===== config.mk =====
export PLATFORM = sky130hd
export DESIGN_NAME = ecc_protected_dual_port_ram
export DESIGN_NICKNAME = d
export VERILOG_FILES = /design/src/verilog/ecc_dpram_pkg.sv /design/src/verilog/ecc_protected_dual_port_ram.sv
export VERILOG_INCLUDE_DIRS = /design/src /design/src/verilog
export SDC_FILE = /design/constraint.sdc
export NUM_CORES = 1
export LEC_CHECK = 0
export BUFFER_PORTS_ARGS = -buffer_cell sky130_fd_sc_hd__buf_4
export CAP_MARGIN = 20
export CORE_MARGIN = 1
export CORE_UTILIZATION = 57
export DETAILED_ROUTE_END_ITERATION = 10
export GPL_TIMING_DRIVEN = 1
export PLACE_DENSITY_LB_ADDON = 0.25
export SLEW_MARGIN = 20
export SYNTH_ARGS = -nofsm -noshare
export SYNTH_HDL_FRONTEND = slang
export SYNTH_SLANG_ARGS = --single-unit

===== constraint.sdc =====
create_clock -name clock -period 3.2 [get_ports clock]
set_clock_uncertainty 0.2 [all_clocks]
set_input_delay 0.16 -clock clock [delete_from_list [all_inputs] [get_ports clock]]
set_output_delay 0.16 -clock clock [all_outputs]
set_load 0.05 [all_outputs]

===== src/verilog/ecc_dpram_defs.svh =====
/*
 Constants for the error-corrected dual-port RAM: widths, depth, code layout.
 Assumes nothing; included by the package and the top module.
*/
`ifndef ECC_DPRAM_DEFS_SVH
`define ECC_DPRAM_DEFS_SVH

`define ADDR_W 4
`define DATA_W 8
`define CODE_W 13
`define HAM_W 12
`define SYN_W 4
`define DEPTH 16
`define INJECT_BIT 0
`define OVERALL_BIT 12

`endif


===== src/verilog/ecc_dpram_pkg.sv =====
/*
 Types for the error-corrected dual-port RAM.
 Assumes the constants header is on the include path.
*/
`include "ecc_dpram_defs.svh"

package ecc_dpram_pkg;

    // One port's request as it walks the write pipeline
    typedef struct packed {
        logic [`ADDR_W-1:0] addr;
        logic wr_en;
        logic rd_en;
        logic [`CODE_W-1:0] code;
    } port_req_t;

    // Decoder result
    typedef struct packed {
        logic [`DATA_W-1:0] data;
        logic fixed;
        logic found;
        logic fatal;
    } dec_result_t;

endpackage : ecc_dpram_pkg


===== src/verilog/ecc_protected_dual_port_ram.sv =====
/*
 Two-port RAM of SECDED-coded words: per-port encoder, two-stage memory, decoder.
 Assumes both ports are driven synchronously to clock and never write
 different data to one address in the same cycle.
*/
// Function
// - One shared clock for every stage
// - Inject flips LSB of port one code
// - Control bits delayed to match encoder
// - Read data four cycles after issue
// - Same-port: one new data, two old
// - Cross-port write-read returns old contents
// - Later read returns latest written value
// - Undefined code word gives undefined flags
// - Decoder corrects single-bit error on output
// - Single error raises fixed and found
// - Stored word stays corrupted until rewritten
// - Each port outputs data and three flags
// - Outcomes: clean, corrected, or fatal
// - Sixteen words, 8-bit data, 13-bit code
`timescale 1ns/100ps
`include "ecc_dpram_defs.svh"

module ecc_protected_dual_port_ram
    import ecc_dpram_pkg::*;
(
    input wire logic clock,
    input wire logic resetn,
    input wire logic inject_lsb_error_port_one,
    input wire logic [`ADDR_W-1:0] port_one_addr,
    input wire logic [`DATA_W-1:0] port_one_wdata,
    input wire logic port_one_wr_en,
    input wire logic port_one_rd_en,
    input wire logic [`ADDR_W-1:0] port_two_addr,
    input wire logic [`DATA_W-1:0] port_two_wdata,
    input wire logic port_two_wr_en,
    input wire logic port_two_rd_en,
    output var logic [`DATA_W-1:0] port_one_rd_out,
    output var logic port_one_fixed_flag,
    output var logic port_one_found_flag,
    output var logic port_one_uncorrectable_flag,
    output var logic [`DATA_W-1:0] port_two_rd_out,
    output var logic port_two_fixed_flag,
    output var logic port_two_found_flag,
    output var logic port_two_uncorrectable_flag
);

    ////////////////////////////////////////////////////////////////////////////
    // Code functions

    // Power-of-two positions hold check bits
    function automatic logic is_check_pos(input integer pos);
        is_check_pos = ((pos & (pos - 1)) == 0);
    endfunction : is_check_pos

    function automatic logic [`CODE_W-1:0] encode(input logic [`DATA_W-1:0] d);
        logic [`CODE_W-1:0] c;
        integer i;
        integer k;
        integer j;
        c = '0;
        j = 0;
        for (i = 1; i <= `HAM_W; i++)
        begin
            if (!is_check_pos(i))
            begin
                c[i-1] = d[j];
                j++;
            end
        end
        for (k = 0; k < `SYN_W; k++)
        begin
            for (i = 1; i <= `HAM_W; i++)
            begin
                if (i[k] && !is_check_pos(i))
                begin
                    c[(1 << k) - 1] = c[(1 << k) - 1] ^ c[i-1];
                end
            end
        end
        c[`OVERALL_BIT] = ^c[`HAM_W-1:0];
        encode = c;
    endfunction : encode

    // Flags are xor, and and or of the word, so an unknown word yields unknown flags
    function automatic dec_result_t decode(input logic [`CODE_W-1:0] c);
        dec_result_t r;
        logic [`SYN_W-1:0] s;
        logic [`HAM_W-1:0] m;
        logic [`HAM_W-1:0] w;
        logic ov;
        integer i;
        integer k;
        integer j;
        r = '0;
        s = '0;
        m = '0;
        j = 0;
        for (i = 1; i <= `HAM_W; i++)
        begin
            for (k = 0; k < `SYN_W; k++)
            begin
                if (i[k])
                begin
                    s[k] = s[k] ^ c[i-1];
                end
            end
        end
        ov = ^c;
        for (i = 1; i <= `HAM_W; i++)
        begin
            m[i-1] = ov & (s == i[`SYN_W-1:0]);
        end
        w = c[`HAM_W-1:0] ^ m;
        for (i = 1; i <= `HAM_W; i++)
        begin
            if (!is_check_pos(i))
            begin
                r.data[j] = w[i-1];
                j++;
            end
        end
        r.fixed = ov;
        r.found = ov | (|s);
        r.fatal = ~ov & (|s);
        decode = r;
    endfunction : decode

    ////////////////////////////////////////////////////////////////////////////
    // Stage 1: encoders, controls ride alongside

    port_req_t one_enc_q;
    port_req_t two_enc_q;
    port_req_t one_ram_q;
    port_req_t two_ram_q;
    logic [`CODE_W-1:0] one_code_d;

    // Flip after encoding, so the stored word carries a real single error
    always_comb
    begin
        one_code_d = encode(port_one_wdata);
        one_code_d[`INJECT_BIT] = one_code_d[`INJECT_BIT] ^ inject_lsb_error_port_one;
    end

    always_ff @(posedge clock or negedge resetn)
    begin
        if (!resetn)
        begin
            one_enc_q <= '0;
        end
        else
        begin
            one_enc_q.addr <= port_one_addr;
            one_enc_q.wr_en <= port_one_wr_en;
            one_enc_q.rd_en <= port_one_rd_en;
            one_enc_q.code <= one_code_d;
        end
    end

    always_ff @(posedge clock or negedge resetn)
    begin
        if (!resetn)
        begin
            two_enc_q <= '0;
        end
        else
        begin
            two_enc_q.addr <= port_two_addr;
            two_enc_q.wr_en <= port_two_wr_en;
            two_enc_q.rd_en <= port_two_rd_en;
            two_enc_q.code <= encode(port_two_wdata);
        end
    end

    ////////////////////////////////////////////////////////////////////////////
    // Stage 2: memory input registers

    always_ff @(posedge clock or negedge resetn)
    begin
        if (!resetn)
        begin
            one_ram_q <= '0;
            two_ram_q <= '0;
        end
        else
        begin
            one_ram_q <= one_enc_q;
            two_ram_q <= two_enc_q;
        end
    end

    ////////////////////////////////////////////////////////////////////////////
    // Stage 3: array and read output registers

    // Array has no reset; contents power up unknown
    logic [`CODE_W-1:0] mem [`DEPTH];
    logic [`CODE_W-1:0] one_rd_q;
    logic [`CODE_W-1:0] two_rd_q;
    logic clash;

    assign clash = one_ram_q.wr_en && two_ram_q.wr_en &&
                   (one_ram_q.addr == two_ram_q.addr) &&
                   (one_ram_q.code != two_ram_q.code);

    // Only the write path touches the array; correction never writes back
    always_ff @(posedge clock)
    begin
        if (one_ram_q.wr_en)
        begin
            mem[one_ram_q.addr] <= one_ram_q.code;
        end
        if (two_ram_q.wr_en)
        begin
            mem[two_ram_q.addr] <= two_ram_q.code;
        end
        if (clash)
        begin
            mem[one_ram_q.addr] <= {`CODE_W{1'bx}};
        end
    end

    always_ff @(posedge clock or negedge resetn)
    begin
        if (!resetn)
        begin
            one_rd_q <= '0;
        end
        else if (one_ram_q.rd_en)
        begin
            if (one_ram_q.wr_en)
            begin
                one_rd_q <= one_ram_q.code;
            end
            else
            begin
                one_rd_q <= mem[one_ram_q.addr];
            end
        end
    end

    // Nonblocking array update means the read sees pre-write contents
    always_ff @(posedge clock or negedge resetn)
    begin
        if (!resetn)
        begin
            two_rd_q <= '0;
        end
        else if (two_ram_q.rd_en)
        begin
            two_rd_q <= mem[two_ram_q.addr];
        end
    end

    ////////////////////////////////////////////////////////////////////////////
    // Stage 4: decoders drive the outputs

    dec_result_t one_dec;
    dec_result_t two_dec;

    assign one_dec = decode(one_rd_q);
    assign two_dec = decode(two_rd_q);

    always_ff @(posedge clock or negedge resetn)
    begin
        if (!resetn)
        begin
            port_one_rd_out <= '0;
            port_one_fixed_flag <= 1'b0;
            port_one_found_flag <= 1'b0;
            port_one_uncorrectable_flag <= 1'b0;
        end
        else
        begin
            port_one_rd_out <= one_dec.data;
            port_one_fixed_flag <= one_dec.fixed;
            port_one_found_flag <= one_dec.found;
            port_one_uncorrectable_flag <= one_dec.fatal;
        end
    end

    always_ff @(posedge clock or negedge resetn)
    begin
        if (!resetn)
        begin
            port_two_rd_out <= '0;
            port_two_fixed_flag <= 1'b0;
            port_two_found_flag <= 1'b0;
            port_two_uncorrectable_flag <= 1'b0;
        end
        else
        begin
            port_two_rd_out <= two_dec.data;
            port_two_fixed_flag <= two_dec.fixed;
            port_two_found_flag <= two_dec.found;
            port_two_uncorrectable_flag <= two_dec.fatal;
        end
    end

endmodule : ecc_protected_dual_port_ram


==> metrics <==
status=finished with violations; failing checks=negative hold slack; placer congestion estimate=between 0.9 and 1; Setup TNS=0 ps; Fillers=1993; initial antenna violation count=1; HP Class=in -> async; RSZ-0062 raised after global routing=false; fin crit share=95.60%; Async S/R FF share, synth=between 30% and 40%; number of I/O port buffers=52; Clock Sinks=346; fin nets=roughly 1200; final worst slack=140.8 ps; crit start category=flop; max cap viols=0; syn_nets=1089; dominant cells by area after synthesis=edfxtp_1 (38%), dfrtp_1 (18%), mux2_2 (15%), mux4_2 (13%), xnor2_1 (3.7%); Rel. slew slack=33.42%; global route total overflow=0; first-pass detailed-route iteration total=5; Slew Limit Fails=0; Int Pwr=9.118 mW; post-synthesis sequential area ratio=between 50% and 60%; HPWL after DPL=31.04 mm; reg2reg start=two_ram_q[2]; per-cell routed wire length=28.47 um; Core Area=29870 sq um; Die Area=31300 sq um; fin area=20470 sq um; Die Ht=~180 um; Max Clock Freq=0.3269 GHz; Worst Path Arrival=3090 ps; routed vias/inst=6.450; first-pass GRT wire length=68.94 mm; total power=12.86 mW; CP Capture Type=flop; ys flop type=edfxtp_1; Initial Util=58.38%; Via Count=between 10000 and 15000; clock group share of total power=34.1%; Distinct cells, synth=40; vias in the first global route=10718; Synth Cell Area=17440 sq um; DRT iter0 DRCs=1155; WHS=-11.80 ps; area leader, netlist=edfxtp_1; GRT Total Usage=30.87%; Area Growth Syn to Fin=17.36%; Post-Place Setup Slack=115.1 ps; clock-pin slew on the worst setup and hold paths=60 ps; Die Width=~180 um; H-tree Lvls=2; total wire length=46.04 mm; P per Cell Area=628.2 nW/um^2; CTS max path bufs=3; switch share=29.09%; commonest non-fill, non-tap cell in the layout=mux2_2; Post-synth EDFFs=221; IO Pins=53; measured slew at the worst slew-check pin=998.6 ps; clock insertion delay at the later pin of the skew report=530 ps; endpoints failing setup=0; clock root cell=clkbuf_16; Post-Place Cell Area=18880 sq um; combinational share of power=a little under a quarter; Leak=7.537 nW; Yosys reg bits=between 300 and 400; Worst setup startpoint=two_ram_q[2]; synth warn=0; syn avg cell area=16.49 sq um; Routed Antenna Nets=0; row count=63; multi-input combinational cell area=7338 sq um; post-synth top area share=a little under two fifths; Req. time, crit path=approximately 3200 ps; kind of critical path=reg -> reg; Peak VDD IR=0.0005142 V; final hold vios=10; most frequent cells in the layout=mux2_2 (233), edfxtp_1 (221), buf_4 (135); FF+latch area=9774 sq um; layout cells sized above 1=45.60%; clock period minus worst slack=roughly 3100 ps; CTS tree=yes; P_sw=3.741 mW; worst-path fanout max=8; Syn Inst Count=1058; sequential power share=42.0%; pin count of the biggest net entering global routing=68; Num CTS Buffers=38; DRC=0
flip-flops by register name, indices dropped and copies added, names as in the netlist, named ones only:
name / count
mem: 208
two_ram_q: 19
port_two_uncorrectable_flag: 1
two_rd_q: 13
port_one_found_flag: 1
port_one_uncorrectable_flag: 1
port_two_found_flag: 1
port_two_rd_out: 8
one_ram_q: 19
port_one_rd_out: 8
two_enc_q: 19
one_enc_q: 19
port_one_fixed_flag: 1
port_two_fixed_flag: 1
cell usage after synthesis, types with 2 or more instances:
cell / count
mux2_2: 233
edfxtp_1: 221
dfrtp_1: 125
mux4_2: 104
xnor2_1: 73
clkbuf_1: 49
xor2_1: 34
a221o_1: 26
a22o_1: 26
nand2_1: 26
buf_1: 21
nor2_1: 15
mux2i_1: 14
o21ai_0: 11
nor3_1: 9
buf_2: 8
xnor3_1: 8
nand2b_1: 6
and3_1: 5
o21bai_1: 5
inv_1: 4
nand3_1: 4
nor2b_1: 4
nor4_1: 4
buf_4: 3
and2_1: 2
mux2_1: 2
nand3b_1: 2
nor3_4: 2
o22ai_1: 2
cell type report:
type                       count  share of cell area (%)
multi-input combinational    626                   35.85
timing repair buffer         180                   7.757
sequential                   346                   47.75
tap                          390                   2.384
inverter                       4                 0.07335
clock buffer                  60                   5.801
antenna                        1                 0.01222
clock inverter                10                  0.3729
metal layers:
| layer | track usage, % | vias up | part of all wire, % |
|---|---|---|---|
| li1 | - | 4428 | - |
| met1 | 41.68 | 5362 | 39 |
| met2 | 49.61 | 534 | 49 |
| met3 | 4.790 | 105 | 7.4 |
| met4 | 14.30 | 0 | 4.8 |
| met5 | 0 | - | 0 |
worst max-delay path: stages (launching register included):
cell and delay, ps:
dfrtp_1 390, xor2_1 170, nor4_2 280, nand2_1 100, o211a_1 240, or4b_4 620, nor3b_4 250, buf_6 150
o21bai_1 140, buf_4 210
logic make-up (layout without fill, tap and decap cells):
group,Yosys count,count (layout),share of synthesized area [%]
compound gates,72,72,3.515
xor+xnor,115,115,6.406
buf+inv,86,254,2.016
flops,346,346,55.98
mux,353,353,29.40
other cells,0,1,0
simple gates,86,86,2.676
power by group through the flow:
stage                     clock network [mW]  logic, mW  registers [mW]
after floorplan                            0       1.67            5.90
after global placement                     0       2.97            5.47
after detailed placement                   0       3.03            5.49
after CTS                               4.44       3.07            5.40
after global routing                    4.61       3.30            5.43
final                                   4.38       3.08            5.40
path summary, 6_finish.rpt:
path	to	slack (ps)	depth (start not counted)
min	two_ram_q[13]	-10	2
min reg2reg	two_ram_q[17]	150	0
min in group clock	one_enc_q[17]	80	2
max reg2reg	mem[1][2]	140	9
max	mem[1][2]	140	9
max in group asynchronous	one_enc_q[3]	2080	3
through the flow:
step	util, %	std cells	hold WS [ps]
detailed placement	63.18	1515	-8.017
global placement	63.18	1515	-12.59
global route	68.51	1616	43.81
floorplan	-	1058	-335.6
finish	68.52	1617	-11.80
CTS	68.42	1615	23.07
timing repair:
item                       in CTS  in global routing
hold endpoints to repair      163                  0
setup buffers                   0                  1
hold buffers                   30                  0
gates resized for setup         0                  4
setup endpoints to repair       0                 16
Note: power is estimated with default switching activity, not from simulation.
